==> src/logic/servo_cmd_defs.svh <==
`ifndef SERVO_CMD_DEFS_SVH
`define SERVO_CMD_DEFS_SVH
`define OFS_CMD 32'h0000_0000
`define OFS_WDATA 32'h0000_0004
`define OFS_CTRL 32'h0000_0008
`define OFS_RESP0 32'h0000_000C
`define OFS_RESP1 32'h0000_0010
`define OFS_RESP2 32'h0000_0014
`define OFS_RESP3 32'h0000_0018
`define OFS_GROUP 32'h0000_001C
`define CTRL_GO_BIT 0
`define CMD_CODE_LSB 8
`define CMD_STAT_RD 8'h01
`define CMD_STAT_CLR 8'h81
`define CMD_GRP_WR 8'h85
`define CMD_GRP_RD 8'h04
`define CMD_PAR_WR 8'h94
`define DNO_ZERO 8'h00
`define DNO_GRP_RD 8'h01
`define CLR_KEY 16'h1EA5
`define GRP_MAX 32'h0000_0005
`define GRP_RST 3'h0
`define DP_HI 27
`define DP_LO 24
`define DP_NONE 4'h0
`define DP_MAX 4'h5
`define RESP_OKAY 2'h0
`define RESP_DECERR 2'h3
`endif

==> src/logic/servo_cmd_pkg.sv <==
package servo_cmd_pkg;
  typedef enum logic [2:0] {
    OP_NONE = 3'b000,
    OP_NAME = 3'b001,
    OP_DATA = 3'b010,
    OP_CLR = 3'b011,
    OP_GRP_WR = 3'b100,
    OP_GRP_RD = 3'b101,
    OP_PAR_WR = 3'b110
  } op_e;
  typedef enum logic [0:0] {
    ST_IDLE = 1'b0,
    ST_EXEC = 1'b1
  } state_e;
  typedef struct packed {
    logic [31:0] awaddr;
    logic awvalid;
    logic [31:0] wdata;
    logic [3:0] wstrb;
    logic wvalid;
    logic bready;
    logic [31:0] araddr;
    logic arvalid;
    logic rready;
  } axil_req_s;
  typedef struct packed {
    logic awready;
    logic wready;
    logic bvalid;
    logic [1:0] bresp;
    logic arready;
    logic rvalid;
    logic [31:0] rdata;
    logic [1:0] rresp;
  } axil_rsp_s;
  typedef struct packed {
    logic wr;
    logic [31:0] addr;
    logic [31:0] data;
    logic [3:0] strb;
  } reg_wr_s;
  typedef struct packed {
    logic aw_ok;
    logic w_ok;
    logic [31:0] awaddr;
    logic [31:0] wdata;
    logic [3:0] wstrb;
    logic bvalid;
    logic [1:0] bresp;
    logic rvalid;
    logic [31:0] rdata;
    logic [1:0] rresp;
  } axil_state_s;
  typedef struct packed {
    state_e st;
    logic [7:0] cmd;
    logic [7:0] dno;
    logic [31:0] wdata;
    logic done;
    logic err;
    logic [3:0][31:0] resp;
    logic [2:0] grp;
    logic last_ok;
    logic [4:0] last_item;
    logic [4:0] sel;
    logic clr_p;
    logic [4:0] clr_sel;
    logic par_p;
    logic [31:0] par_wdata;
  } top_state_s;
endpackage

==> src/logic/cmd_decode.sv <==
`timescale 1ns/100ps
`default_nettype none
`include "servo_cmd_defs.svh"
module cmd_decode
  import servo_cmd_pkg::*;
(
  // Command and data number
  input wire logic [7:0] cmd_i,
  input wire logic [7:0] dno_i,
  // Decoded operation
  output var op_e op_o,
  output var logic [4:0] item_o
);
  logic [3:0] hi;
  logic [3:0] lo;
  logic item_ok;

  assign hi = dno_i[7:4];
  assign lo = dno_i[3:0];
  // Name and data items share one index; bit 7 picks data over name
  assign item_o = {dno_i[5], lo};
  assign item_ok = (((hi == 4'h0) || (hi == 4'h8)) && (lo <= 4'hE)) ||
                   (((hi == 4'h2) || (hi == 4'hA)) && (lo <= 4'h9));

  always_comb
  begin
    op_o = OP_NONE;
    case (cmd_i)
      `CMD_STAT_RD: op_o = item_ok ? (dno_i[7] ? OP_DATA : OP_NAME) : OP_NONE;
      `CMD_STAT_CLR: op_o = (dno_i == `DNO_ZERO) ? OP_CLR : OP_NONE;
      `CMD_GRP_WR: op_o = (dno_i == `DNO_ZERO) ? OP_GRP_WR : OP_NONE;
      `CMD_GRP_RD: op_o = (dno_i == `DNO_GRP_RD) ? OP_GRP_RD : OP_NONE;
      `CMD_PAR_WR: op_o = (dno_i != `DNO_ZERO) ? OP_PAR_WR : OP_NONE;
      default: op_o = OP_NONE;
    endcase
  end
endmodule
`default_nettype wire

==> src/logic/axil_slave.sv <==
`timescale 1ns/100ps
`default_nettype none
`include "servo_cmd_defs.svh"
module axil_slave
  import servo_cmd_pkg::*;
(
  // Clock, reset, enable
  input wire logic clk_i,
  input wire logic nrst_i,
  input wire logic ce_i,
  // Bus side
  input wire axil_req_s req_i,
  output var axil_rsp_s rsp_o,
  // Register side
  output var reg_wr_s wr_o,
  input wire logic wr_err_i,
  output var logic [31:0] rd_addr_o,
  input wire logic [31:0] rdata_i,
  input wire logic rd_err_i
);
  axil_state_s s_reg;
  axil_state_s s_next;

  // Address and data are held apart so either may arrive first
  always_comb
  begin
    s_next = s_reg;
    if (ce_i)
    begin
      if (req_i.awvalid && rsp_o.awready)
      begin
        s_next.aw_ok = 1'b1;
        s_next.awaddr = req_i.awaddr;
      end
      if (req_i.wvalid && rsp_o.wready)
      begin
        s_next.w_ok = 1'b1;
        s_next.wdata = req_i.wdata;
        s_next.wstrb = req_i.wstrb;
      end
      if (s_reg.aw_ok && s_reg.w_ok)
      begin
        s_next.aw_ok = 1'b0;
        s_next.w_ok = 1'b0;
        s_next.bvalid = 1'b1;
        s_next.bresp = wr_err_i ? `RESP_DECERR : `RESP_OKAY;
      end
      if (s_reg.bvalid && req_i.bready)
        s_next.bvalid = 1'b0;
      if (req_i.arvalid && rsp_o.arready)
      begin
        s_next.rvalid = 1'b1;
        s_next.rdata = rdata_i;
        s_next.rresp = rd_err_i ? `RESP_DECERR : `RESP_OKAY;
      end
      else if (s_reg.rvalid && req_i.rready)
        s_next.rvalid = 1'b0;
    end
  end

  always_ff @(posedge clk_i or negedge nrst_i)
  begin
    if (!nrst_i)
      s_reg <= '0;
    else
      s_reg <= s_next;
  end

  assign rsp_o.awready = ce_i && !s_reg.aw_ok && !s_reg.bvalid;
  assign rsp_o.wready = ce_i && !s_reg.w_ok && !s_reg.bvalid;
  assign rsp_o.bvalid = s_reg.bvalid;
  assign rsp_o.bresp = s_reg.bresp;
  assign rsp_o.arready = ce_i && !s_reg.rvalid;
  assign rsp_o.rvalid = s_reg.rvalid;
  assign rsp_o.rdata = s_reg.rdata;
  assign rsp_o.rresp = s_reg.rresp;
  assign rd_addr_o = req_i.araddr;
  assign wr_o.wr = ce_i && s_reg.aw_ok && s_reg.w_ok;
  assign wr_o.addr = s_reg.awaddr;
  assign wr_o.data = s_reg.wdata;
  assign wr_o.strb = s_reg.wstrb;
endmodule
`default_nettype wire

==> src/logic/servo_cmd_top.sv <==
// Operation
// - Every taken command ends with an answer
// - Point position counts from least digit
// - Decimal write without point position refused
// - Name and unit read items accepted
// - Name nine chars, unit five chars returned
// - Status data read returns value and format
// - Clear key zeroes last read item
// - Group select stores codes zero to five
// - Group read returns selected group code
// - Parameter number is data number in group
`timescale 1ns/100ps
`default_nettype none
`include "servo_cmd_defs.svh"
module servo_cmd_top
  import servo_cmd_pkg::*;
(
  // Clock, reset, enable
  input wire logic clk_i,
  input wire logic nrst_i,
  input wire logic ce_i,
  // Register bus
  input wire axil_req_s axil_req_i,
  output var axil_rsp_s axil_rsp_o,
  // Status display items
  output var logic [4:0] stat_sel_o,
  input wire logic [31:0] stat_value_i,
  input wire logic [3:0] stat_dp_i,
  input wire logic stat_hex_i,
  input wire logic [111:0] stat_text_i,
  output var logic stat_clr_o,
  output var logic [4:0] stat_clr_sel_o,
  // Parameter store
  output var logic [2:0] par_group_o,
  output var logic [7:0] par_num_o,
  input wire logic par_dec_i,
  output var logic par_wr_o,
  output var logic [31:0] par_wdata_o
);
  top_state_s s_reg;
  top_state_s s_next;
  reg_wr_s wr;
  logic wr_err;
  logic [31:0] rd_addr;
  logic [31:0] rdata;
  logic rd_err;
  op_e op;
  logic [4:0] item;
  op_e new_op;
  logic [4:0] new_item;
  logic go;
  logic [3:0] wdp;
  logic [31:0] cmd_word;
  logic [15:0] cmd_next;

  // ------------------------------------------------------------
  // Bus front end and decoders
  // ------------------------------------------------------------
  axil_slave u_bus (
    .clk_i(clk_i),
    .nrst_i(nrst_i),
    .ce_i(ce_i),
    .req_i(axil_req_i),
    .rsp_o(axil_rsp_o),
    .wr_o(wr),
    .wr_err_i(wr_err),
    .rd_addr_o(rd_addr),
    .rdata_i(rdata),
    .rd_err_i(rd_err)
  );

  cmd_decode u_dec (
    .cmd_i(s_reg.cmd),
    .dno_i(s_reg.dno),
    .op_o(op),
    .item_o(item)
  );

  // Decodes the word being written so the item select is ready before
  // execution, which keeps the status source a pure lookup
  cmd_decode u_dec_new (
    .cmd_i(cmd_next[15:8]),
    .dno_i(cmd_next[7:0]),
    .op_o(new_op),
    .item_o(new_item)
  );

  function automatic logic [31:0] merge(input logic [31:0] old_v,
                                        input logic [31:0] new_v,
                                        input logic [3:0] strb);
    logic [31:0] res;
    res = old_v;
    for (int i = 0; i < 4; i++)
    begin
      if (strb[i])
        res[i*8 +: 8] = new_v[i*8 +: 8];
    end
    return res;
  endfunction

  // ------------------------------------------------------------
  // Register map
  // ------------------------------------------------------------
  always_comb
  begin
    wr_err = 1'b0;
    case (wr.addr)
      `OFS_CMD, `OFS_WDATA, `OFS_CTRL: wr_err = 1'b0;
      `OFS_RESP0, `OFS_RESP1, `OFS_RESP2, `OFS_RESP3, `OFS_GROUP: wr_err = 1'b0;
      default: wr_err = 1'b1;
    endcase
  end

  always_comb
  begin
    rdata = 32'h0000_0000;
    rd_err = 1'b0;
    case (rd_addr)
      `OFS_CMD: rdata = {16'h0000, s_reg.cmd, s_reg.dno};
      `OFS_WDATA: rdata = s_reg.wdata;
      `OFS_CTRL: rdata = {29'h0000_0000, s_reg.err, s_reg.done, s_reg.st == ST_EXEC};
      `OFS_RESP0: rdata = s_reg.resp[0];
      `OFS_RESP1: rdata = s_reg.resp[1];
      `OFS_RESP2: rdata = s_reg.resp[2];
      `OFS_RESP3: rdata = s_reg.resp[3];
      `OFS_GROUP: rdata = {29'h0000_0000, s_reg.grp};
      default: rd_err = 1'b1;
    endcase
  end

  // Go is taken only when idle; a start during execution is dropped
  assign go = wr.wr && (wr.addr == `OFS_CTRL) && wr.strb[0] &&
              wr.data[`CTRL_GO_BIT] && (s_reg.st == ST_IDLE);
  assign wdp = s_reg.wdata[`DP_HI:`DP_LO];
  // Next command word built apart from s_next, so the select decode forms no loop
  assign cmd_word = merge({16'h0000, s_reg.cmd, s_reg.dno}, wr.data, wr.strb);
  assign cmd_next = (wr.wr && (wr.addr == `OFS_CMD)) ? cmd_word[15:0] : {s_reg.cmd, s_reg.dno};

  // ------------------------------------------------------------
  // Command execution
  // ------------------------------------------------------------
  always_comb
  begin
    s_next = s_reg;
    if (ce_i)
    begin
      s_next.clr_p = 1'b0;
      s_next.par_p = 1'b0;
      if (wr.wr && (wr.addr == `OFS_CMD))
      begin
        s_next.cmd = cmd_word[15:8];
        s_next.dno = cmd_word[7:0];
      end
      if (wr.wr && (wr.addr == `OFS_WDATA))
        s_next.wdata = merge(s_reg.wdata, wr.data, wr.strb);
      if ((new_op == OP_NAME) || (new_op == OP_DATA))
        s_next.sel = new_item;
      if (go)
      begin
        s_next.st = ST_EXEC;
        s_next.done = 1'b0;
        s_next.err = 1'b0;
      end
      case (s_reg.st)
        ST_IDLE: s_next.st = s_next.st;
        ST_EXEC:
        begin
          s_next.st = ST_IDLE;
          s_next.done = 1'b1;
          s_next.last_ok = 1'b0;
          case (op)
            OP_NAME:
            begin
              s_next.resp[0] = stat_text_i[31:0];
              s_next.resp[1] = stat_text_i[63:32];
              s_next.resp[2] = stat_text_i[95:64];
              s_next.resp[3] = {16'h0000, stat_text_i[111:96]};
            end
            OP_DATA:
            begin
              s_next.resp[0] = stat_value_i;
              s_next.resp[1] = {20'h0_0000, 3'h0, stat_hex_i, 4'h0, stat_dp_i};
              s_next.resp[2] = 32'h0000_0000;
              s_next.resp[3] = 32'h0000_0000;
              s_next.last_ok = 1'b1;
              s_next.last_item = item;
            end
            OP_CLR:
            begin
              // Needs the read directly before it, so a stray clear cannot
              // wipe an item software never looked at
              if (s_reg.last_ok && (s_reg.wdata[15:0] == `CLR_KEY))
              begin
                s_next.clr_p = 1'b1;
                s_next.clr_sel = s_reg.last_item;
              end
              else
                s_next.err = 1'b1;
            end
            OP_GRP_WR:
            begin
              if (s_reg.wdata <= `GRP_MAX)
                s_next.grp = s_reg.wdata[2:0];
              else
                s_next.err = 1'b1;
            end
            OP_GRP_RD: s_next.resp[0] = {29'h0000_0000, s_reg.grp};
            OP_PAR_WR:
            begin
              if (par_dec_i && ((wdp == `DP_NONE) || (wdp > `DP_MAX)))
                s_next.err = 1'b1;
              else
              begin
                s_next.par_p = 1'b1;
                s_next.par_wdata = s_reg.wdata;
              end
            end
            default: s_next.err = 1'b1;
          endcase
        end
        default: s_next.st = ST_IDLE;
      endcase
    end
  end

  always_ff @(posedge clk_i or negedge nrst_i)
  begin
    if (!nrst_i)
    begin
      s_reg <= '0;
      s_reg.grp <= `GRP_RST;
    end
    else
      s_reg <= s_next;
  end

  // ------------------------------------------------------------
  // Outputs
  // ------------------------------------------------------------
  assign stat_sel_o = s_reg.sel;
  assign stat_clr_o = s_reg.clr_p && ce_i;
  assign stat_clr_sel_o = s_reg.clr_sel;
  assign par_group_o = s_reg.grp;
  assign par_num_o = s_reg.dno;
  assign par_wr_o = s_reg.par_p && ce_i;
  assign par_wdata_o = s_reg.par_wdata;
endmodule
`default_nettype wire

==> config.mk <==
export PLATFORM = sky130hd
export DESIGN_NAME = servo_cmd_top
export DESIGN_NICKNAME = d
export VERILOG_FILES = /design/src/logic/servo_cmd_pkg.sv /design/src/logic/cmd_decode.sv /design/src/logic/axil_slave.sv /design/src/logic/servo_cmd_top.sv
export VERILOG_INCLUDE_DIRS = /design/src /design/src/logic
export SDC_FILE = /design/constraint.sdc
export NUM_CORES = 1
export LEC_CHECK = 0
export ABC_AREA = 1
export BUFFER_PORTS_ARGS = -buffer_cell sky130_fd_sc_hd__buf_2
export CAP_MARGIN = 15
export CORE_MARGIN = 4
export CORE_UTILIZATION = 50
export CTS_CLUSTER_DIAMETER = 40
export DETAILED_ROUTE_END_ITERATION = 16
export PLACE_DENSITY = 0.82
export RECOVER_POWER = 100
export SLEW_MARGIN = 10
export SYNTH_ARGS = -nofsm -noshare
export SYNTH_HDL_FRONTEND = slang
export SYNTH_SLANG_ARGS = --single-unit
==> constraint.sdc <==
create_clock -name clk_i -period 2.2 [get_ports clk_i]
set_input_delay 0.22 -clock clk_i [delete_from_list [all_inputs] [get_ports clk_i]]
set_output_delay 0.22 -clock clk_i [all_outputs]
set_load 0.02 [all_outputs]
[After elaboration in Yosys (flattened, before gate mapping)]
Memories as Yosys holds them, arrays and structs flattened.
Cells that the tools add are included.
Cells by class
  reductions and logical operators: 79
  order comparisons: 6
  eq/ne operators: 36
  multiplexer cells: 46
  bitwise operators: 2
Operator list (count)
  $pmux W32 S8: 1
  $pmux W96 S2: 1
  $mux W139: 1
  $eq A32 B5 Y1 const B: 4
  $eq A32 B4 Y1 const B: 3
  $pmux W32 S3: 1
  $mux W33: 2
  $eq A32 B3 Y1 const B: 2
  $logic_not A32 Y1: 2
  $eq A8 B8 Y1 const B: 6
  $mux W39: 1
  $mux W3: 11
  $eq A8 B1 Y1 const B: 4
  $le A32 B3 Y1 const B: 1
  $pmux W3 S5: 2
  $logic_and A1 B1 Y1: 27
  $logic_not A27 Y1: 1
  $reduce_and A2 Y1: 11
  $reduce_and A3 Y1: 7
  $mux W6: 3
  $eq A16 B13 Y1 const B: 1
  $eq A4 B4 Y1 const B: 4
  $eq A8 B3 Y1 const B: 2
  $le A4 B4 Y1 const B: 4
  22 further kinds: 67
Word-level totals
  bits in registers: 340
  bits of input ports: 258
  word-level logic and storage cells: 201
  output and inout bits: 96
  bits in read-only memories: 32
  memories kept: 1
Memories
  (no name shown): words 32, width 1, read ports 1, clocked after Yosys merged registers in 0, write ports 0, RTL line servo_cmd_top.sv:107  | case (wr.addr)

[Depth between registers and ports, before layout]
Gate-level depths: netlist of the first run.
  word-level depth: 13
  mapped depth: 17
  mapped depth without buffers: 17

[Cells and area by module]
A second synthesis of the first run with hierarchy kept.
Unflattened totals
  cell total of the unflattened synthesis: 2288
  area, all modules: 17897.2 um^2
By module, submodules not included
  servo_cmd_top: area an instance 11932.7 um^2, instances 1, cells each 1540, seq. area each 5405.2 um^2
  axil_slave: area an instance 5346.4 um^2, instances 1, cells each 612, seq. area each 2652.5 um^2
  cmd_decode: area an instance 309.0 um^2, instances 2, cells each 68, seq. area each 0.0 um^2

[Worst setup path after synthesis of the first run]
No wires, ideal clock.
  kind: reg-to-reg
  start: register u_bus.s_reg (netlist bit u_bus.wr_o[47])
  end: register s_reg (netlist bit stat_sel_o[4])
  data required time: 2.083 ns
  arrival: 1.802 ns
  period minus slack after synthesis: 1.919 ns
  stages on the path, launching flop included: 15
  slack: 0.281 ns
  buffers on the path: 0
  path through: dfrtp_1 nor2_2 nand2_2 nor2_8 nand2_2 nor2_8 nand2_4 nand2_2 nand2_2 nor2_1 nand3_1 nor3_4 nand3_2 nand2_1 nand2_1
Between the ends
  word-level cells in the longest chain between the ends: 12
  elaborated cells between the ends (all ways): 33
  those cells by class: order compare: 2; eq/ne: 11; mux: 8; reduce/logical: 12
Ends and longest elaborated chain
  start, declared: RTL line axil_slave.sv:21  | axil_state_s s_reg;
  start signal, assigned: RTL line axil_slave.sv:66  | s_reg <= s_next;
  $logic_not A32 Y1 (no source line) (*)
  $logic_and A1 B1 Y1 (*): RTL line servo_cmd_top.sv:137  | assign cmd_next = (wr.wr && (wr.addr == `OFS_CMD)) ? cmd_word[15:0] : {s_reg.cmd, s_reg.dno};
  $mux W16 (*)
  parallel branches: the longest is 9 deep, another holds $le A4 B4 Y1
  end signal, assigned: RTL line servo_cmd_top.sv:234  | s_reg <= s_next;
  end, declared: RTL line servo_cmd_top.sv:40  | top_state_s s_reg;
Mark *: on every way between the ends.
A chain may end at the register's enable or synchronous reset.

[Worst setup path after layout of the first run]
  start: register u_bus.s_reg (netlist bit u_bus.wr_o[66])
  end: register s_reg (netlist bit stat_sel_o[2])
The elaborated chain is that of the path after synthesis.

==> results.md, run 1 <==
* Status: finished with violations
* Failing checks: setup timing
* Critical path peak fanout at 7
* Async S/R FF share, synth at 100.0%
* Commonest non-fill, non-tap cell in the layout: nand2_1
* Compound-Gate Fraction of Synth Area at around an eighth
* Share of post-route cells with drive strength above 1 at 25.06%
* Post-synthesis mux area share at slightly above 4%
* WP data arrival at 2.89 ns
* RSZ-0062 raised after global routing: true
* Cell-internal power at roughly 0.013 W
* Placed insts at between 2000 and 2500
* Residual DRC count at 0
* Adder-Cell Fraction of Synth Area at 0%
* Post-Synth XOR/XNOR Area at 0%
* Startpoint Class: register
* Rows at 64
* Cell taking the most area after synthesis: dfrtp_1
* Combinational power share at roughly 14%
* Top_reg_cell synth: dfrtp_1
* Max FFs per register at between 150 and 200
* Crit. End Element: register
* Post-route cell area at 0.02157 mm2
* Root buffer cell: clkbuf_16
* Drt total wl at about 58000 um
* Final Skew at 0.02646 ns
* Overall Global Routing Usage at 32.36%
* Largest family of logic cells by synthesized area: simple AND/OR/NAND/NOR gates
* Sw frac at around 29%
* First-pass GRT wire length at 86550 um
* First DRT Iteration DRCs at 1913
* Worst skew pair latency at 0.55 ns
* Clk sink count at 322
* Placer Congestion at between 0.9 and 1
* Mean Syn Cell Area at 8.699 um2
* Worst ir drop on vdd at 0.8325 mV
* Fin crit share at 110.1%
* Sequential share of power at 41.3%
* Port Buffer Count at 353
* Leak pwr at approximately 11 nW
* Pins Over Slew Limit at 0
* GR Overflow Total at 0
* Via/cell ratio at 5.645
* Final Critical Period at 2.422 ns
* Simple-Gate Fraction of Synth Area at 19.15%
* Final hold vios at 0
* Total core area at between 0.03 and 0.04 mm2
* Post-synthesis register bit count at 322
* Synth top area share at between 50% and 60%
* Area of the multi-input gates at around 0.0057 mm2
* H-tree levels at 2
* Die W at 184.2 um
* Worst Hold Class: in2reg
* Critical Path RT at 2.67 ns
* Seq/Total Area, Yosys at 51.92%
* Max Cap Viol at 0
* Netlist cell types at 41
* Pre-antenna DRT Iters at 6
* Least-Margin Pin Slew at ~1.1 ns
* Die area at 0.03392 mm2
* Nets@finish at about 2600
* Vias in the first global route at 15960
* Seq. cell area at 0.008059 mm2
* Cell Pwr Density at 815.7 mW/mm2
* Post-synth EDFFs at 0
* Clock tree buffer depth at 3
* Net Sw Power at roughly 0.0050 W
* CTS tree: built
* Worst Slack Setup Final at -0.2221 ns
* Cts bufs inserted at 47
* WL per Instance at approximately 21 um
* Vias after detailed routing at 15560
* Mapped Cells at roughly 1800
* Syn_nets at 2042
* Area grow syn2layout at 38.98%
* Clock transition at path regs at 0.07 ns
* Most frequent cells in the layout: 356 x nand2_1, 321 x dfrtp_1, 261 x buf_2
* Synthesized area at 0.01552 mm2
* Die Y at 184.2 um
* I/O pin cnt at 354
* Final HPWL DP at 35640 um
* Final ANT Viol Nets at 0
* Largest cells by area after synthesis: dfrtp_1 52%, nand2_1 8.8%, inv_1 5.8%, buf_4 4.6%, mux2_2 4.1%
* Max Fclk at 0.4129 GHz
* Post-DP Area at 0.01753 mm2
* Synth warn at 0
* Starting density of the core at about half
* CP Class: reg2reg
* Initial antenna violation count at 0
* Clock Power Share at 44.7%
* Worst rel slew slack at 24.38%
* Endpoints failing setup at 6
* Largest net degree at the start of global routing at 100
* # fillers at 2135
* Non-Filler Instances at 2756
worst max-delay path, cell delays in order (launching register included):
cell	delay [ns]
dfrtp_1	0.43
nor2_2	0.19
nand2_1	0.10
nor2_2	0.14
nand2_4	0.14
nor2_8	0.19
nand2_4	0.10
nand2_2	0.10
nand2_2	0.07
nor2_2	0.12
nand3_2	0.10
nor3_4	0.30
buf_6	0.14
nand4_1	0.10
nand2_1	0.10
synth_stat cells (19+ instances only):
| cell | instances |
|---|---|
| nand2_1 | 365 |
| dfrtp_1 | 322 |
| inv_1 | 240 |
| nor2_1 | 141 |
| o21ai_0 | 124 |
| buf_4 | 95 |
| o22ai_1 | 89 |
| a21oi_1 | 57 |
| mux2_2 | 57 |
| nand3_1 | 55 |
| clkbuf_1 | 40 |
| a31oi_1 | 32 |
| buf_2 | 30 |
| nand4_1 | 29 |
| nand2_2 | 19 |
cells by family after synthesis:
logic type,Yosys count
muxes,57
and+or+nand+nor,661
buffers and inverters,413
DFF,322
AOI/OAI and AO/OA,331
layer usage:
layer  wire length (um)  track usage [%]  share of wire [%]  up-vias
met4               4151            19.37                7.2        0
met2              27440            53.14                 47     1086
li1                   -                -                  -     6845
met5                  0                0                  0        -
met3               5729            6.888                9.9      298
met1              20520            39.40                 35     7329
final timing paths:
path	start	cells past startpoint	endpoint	slack, ns
min in group asynchronous	nrst_i	2	s_reg[206]	0.46
worst min-delay path	stat_dp_i[0]	5	s_reg[85]	0.02
worst max-delay path	u_bus.wr_o[66]	14	stat_sel_o[2]	-0.22
worst min register to register	s_reg[38]	2	s_reg[38]	0.48
max in group asynchronous	nrst_i	3	par_wdata_o[11]	0.26
worst max register to register	u_bus.wr_o[66]	14	stat_sel_o[2]	-0.22
power groups by stage:
stage               clock, W  sequential, W  combinational (W)
floorplan                  0        0.00701            0.00128
global placement           0        0.00721            0.00190
detailed placement         0        0.00726            0.00195
CTS                  0.00790        0.00717            0.00228
global route         0.00820        0.00730            0.00268
finish               0.00786        0.00726            0.00248
metrics by stage:
step	setup slack, ns	total power [W]	util [%]	TNS, ns	hold slack, ns
4_1_cts	-0.01283	0.01735	69.77	-0.01390	0.0009555
2_1_floorplan	0.2806	0.008285	-	0	-0.07559
3_3_place_gp	0.03474	0.009111	57.30	0	0.1439
6_report	-0.2221	0.01759	70.51	-0.9732	0.02360
3_5_place_dp	-0.08996	0.009212	57.30	-0.3060	0.1427
5_1_grt	-0.3165	0.01818	70.49	-7.139	0.008274
area by class of cell:
| cell class | instances | share of cell area (%) |
|---|---|---|
| antenna | 2 | 0.02320 |
| timing repair buffer | 653 | 21.87 |
| tap | 396 | 2.297 |
| multi-input combinational | 1049 | 26.44 |
| sequential | 322 | 37.37 |
| clock buffer | 51 | 5.662 |
| clock inverter | 37 | 1.990 |
| inverter | 246 | 4.351 |
repair_timing:
action	CTS	global route
resized for setup	17	43
setup endpoints to repair	7	95
hold buffers	206	0
gates cloned	0	7
setup buffers	6	14
pin swaps	11	22
endpoints found under the hold margin	221	0
Power figures use the tool's default switching activity.
==> inputs of run 2 (changes only) <==
--- a/config.mk
+++ b/config.mk
@@ -10,10 +10,9 @@
 export BUFFER_PORTS_ARGS = -buffer_cell sky130_fd_sc_hd__buf_2
 export CAP_MARGIN = 15
 export CORE_MARGIN = 4
-export CORE_UTILIZATION = 50
-export CTS_CLUSTER_DIAMETER = 40
+export CORE_UTILIZATION = 55
 export DETAILED_ROUTE_END_ITERATION = 16
-export PLACE_DENSITY = 0.82
+export PLACE_DENSITY = 0.88
 export RECOVER_POWER = 100
 export SLEW_MARGIN = 10
 export SYNTH_ARGS = -nofsm -noshare
==> constraint.sdc (replaced) <==
create_clock -name clk_i -period 2.2 [get_ports clk_i]
set_input_delay 0.44 -clock clk_i [delete_from_list [all_inputs] [get_ports clk_i]]
set_output_delay 0.44 -clock clk_i [all_outputs]
set_load 0.02 [all_outputs]
==> run 2 against run 1 <==
Against the previous run: the run still ends with setup timing left; critical path type unchanged; sequential share of layout area up 4.7 points; register-to-register slack better by 0.13 ns; routed wire length decreased by 16%; largest cell class unchanged; clock power shrank 21%; cell area fell by 11%.
==> results.md, run 2 (synthesis results as in run 1) <==
* Fin crit share at 104.2%
* Die Y at 176.0 um
* Worst Hold Class: in2reg
* First-pass GRT wire length at 74310 um
* Most frequent cells in the layout: 353 x buf_2, 350 x nand2_1, 321 x dfrtp_1
* Worst skew pair latency at roughly 0.51 ns
* N_diodes at 0
* Worst ir drop on vdd at between 0.5 and 0.6 mV
* Critical Path RT at approximately 2.6 ns
* Status: finished with violations
* Total core area at 0.02778 mm2
* Pins Over Slew Limit at 0
* Max FFs per register at roughly 160
* Commonest non-fill, non-tap cell in the layout: buf_2
* Non-Filler Instances at 2515
* Share of post-route cells with drive strength above 1 at between 30% and 40%
* Vias in the first global route at 13860
* Port Buffer Count at about 350
* Post-route cell area at roughly 0.019 mm2
* CTS tree: built
* Final hold vios at 0
* GR Overflow Total at 0
* Placer Congestion at 0.9852
* Via/cell ratio at 5.610
* Tot Pwr at 0.01551 W
* Final Critical Period at 2.293 ns
* Max Fclk at 0.4360 GHz
* Residual DRC count at 0
* H-tree levels at 2
* Overall Global Routing Usage at between 30% and 40%
* Nets@finish at 2371
* Leak pwr at about 10 nW
* Startpoint Class: register
* Critical path peak fanout at 6
* Placed insts at 2430
* WL per Instance at 19.43 um
* Final HPWL DP at between 30000 and 40000 um
* Setup tns final at -0.4127 ns
* Max Cap Viol at 0
* Post-DP Area at 0.01762 mm2
* Largest net degree at the start of global routing at 89
* RSZ-0062 raised after global routing: true
* Final ANT Viol Nets at 0
* Clock transition at path regs at 0.06 ns
* Hold_ws at 0.1538 ns
* Final Skew at a little over 0.03 ns
* WP data arrival at roughly 2.7 ns
* Clock tree buffer depth at 3
* Failing checks: setup timing
* Initial antenna violation count at 0
* Starting density of the core at between 50% and 60%
* Root buffer cell: clkbuf_16
* Vias after detailed routing at 14110
* Cell Pwr Density at 809.1 mW/mm2
* Clk sink count at 322
* Crit. End Element: register
* Die W at 176.0 um
* Cts bufs inserted at 35
* Least-Margin Pin Slew at 0.9410 ns
* I/O pin cnt at 354
* Endpoints failing setup at 5
* Rows at 61
* Worst Slack Setup Final at -0.09339 ns
* Pre-antenna DRT Iters at 6
* Worst rel slew slack at between 30 and 40%
* Area grow syn2layout at 23.56%
* Drt total wl at 48870 um
* First DRT Iteration DRCs at 1386
* Die area at a little over 0.03 mm2
* CP Class: reg2reg
## run 2: cell types whose count changed in the layout (fill, tap and decap cells not counted), moves of 7 or more
cell           delta
clkbuf_16        -16
clkbuf_1         -86
inv_6            -15
buf_4            +16
buf_2            +92
clkinvlp_4        -7
dlygate4sd3_1   -205
## run 2: cell type report
class | instances | area, um2
clock buffer | 48 | 994.7
clock inverter | 13 | 221.5
fill | 2190 | 8607
inverter | 246 | 930.9
multi-input combinational | 1049 | 5707
sequential | 322 | 8059
tap | 378 | 473.0
timing repair buffer | 459 | 2789
## run 2: critical path, stage by stage (launching register included)
cell and delay [ns]:
dfrtp_1 0.40, nor2_2 0.15, nand2_1 0.08, nor2_2 0.13
nand2_4 0.13, nor2_8 0.20, buf_6 0.14, nand3_1 0.08
nand2_2 0.12, inv_1 0.05, nand2_1 0.08, nor2_1 0.06
nand2_1 0.09, nand2_2 0.07, nand2_4 0.10, nand3_4 0.12
nand2_2 0.09, nand2_1 0.06
## run 2: through the flow
step / worst slack (ns) / utilization (%)
3_5_place_dp: -0.07801 / 63.41
4_1_cts: -0.05121 / 68.44
6_report: -0.09339 / 69.02
5_1_grt: -0.1904 / 69.02
2_1_floorplan: 0.08734 / -
3_3_place_gp: 0.005919 / 63.41
## run 2: power breakdown
| group | internal [W] | leakage [nW] | switching [W] |
|---|---|---|---|
| Clock | 0.00387 | 0.598 | 0.00237 |
| Combinational | 0.000995 | 5.95 | 0.00108 |
| Sequential | 0.00659 | 3.84 | 0.000613 |
| Total | 0.0115 | 10.4 | 0.00406 |
## run 2: per-layer routing
metal | GRT usage, % | wire length (um) | vias up
li1 | - | - | 6402
met1 | 39.39 | 18900 | 6775
met2 | 50.51 | 23550 | 781
met3 | 5.075 | 4112 | 151
met4 | 13.13 | 2307 | 0
met5 | 0 | 0 | -
## run 2: timing repair
item	in CTS	in global routing
buffers inserted	11	11
gates resized for setup	26	35
endpoints found under the setup margin	17	101
cloned	0	2
pin swaps	20	29
hold buffers	1	0
hold endpoints to repair	60	0
## run 2: worst paths after layout
kind | start | end | slack (ns) | cells after the start
max | u_bus.wr_o[59] | stat_sel_o[2] | -0.09 | 17
min | axil_req_i[98] | u_bus.wr_o[61] | 0.15 | 2
max reg2reg | u_bus.wr_o[59] | stat_sel_o[2] | -0.09 | 17
min reg2reg | u_bus.rsp_o[5] | u_bus.rsp_o[5] | 0.48 | 2
max in group asynchronous | nrst_i | par_num_o[6] | 0.29 | 3
min in group asynchronous | nrst_i | u_bus.rsp_o[34] | 0.64 | 2
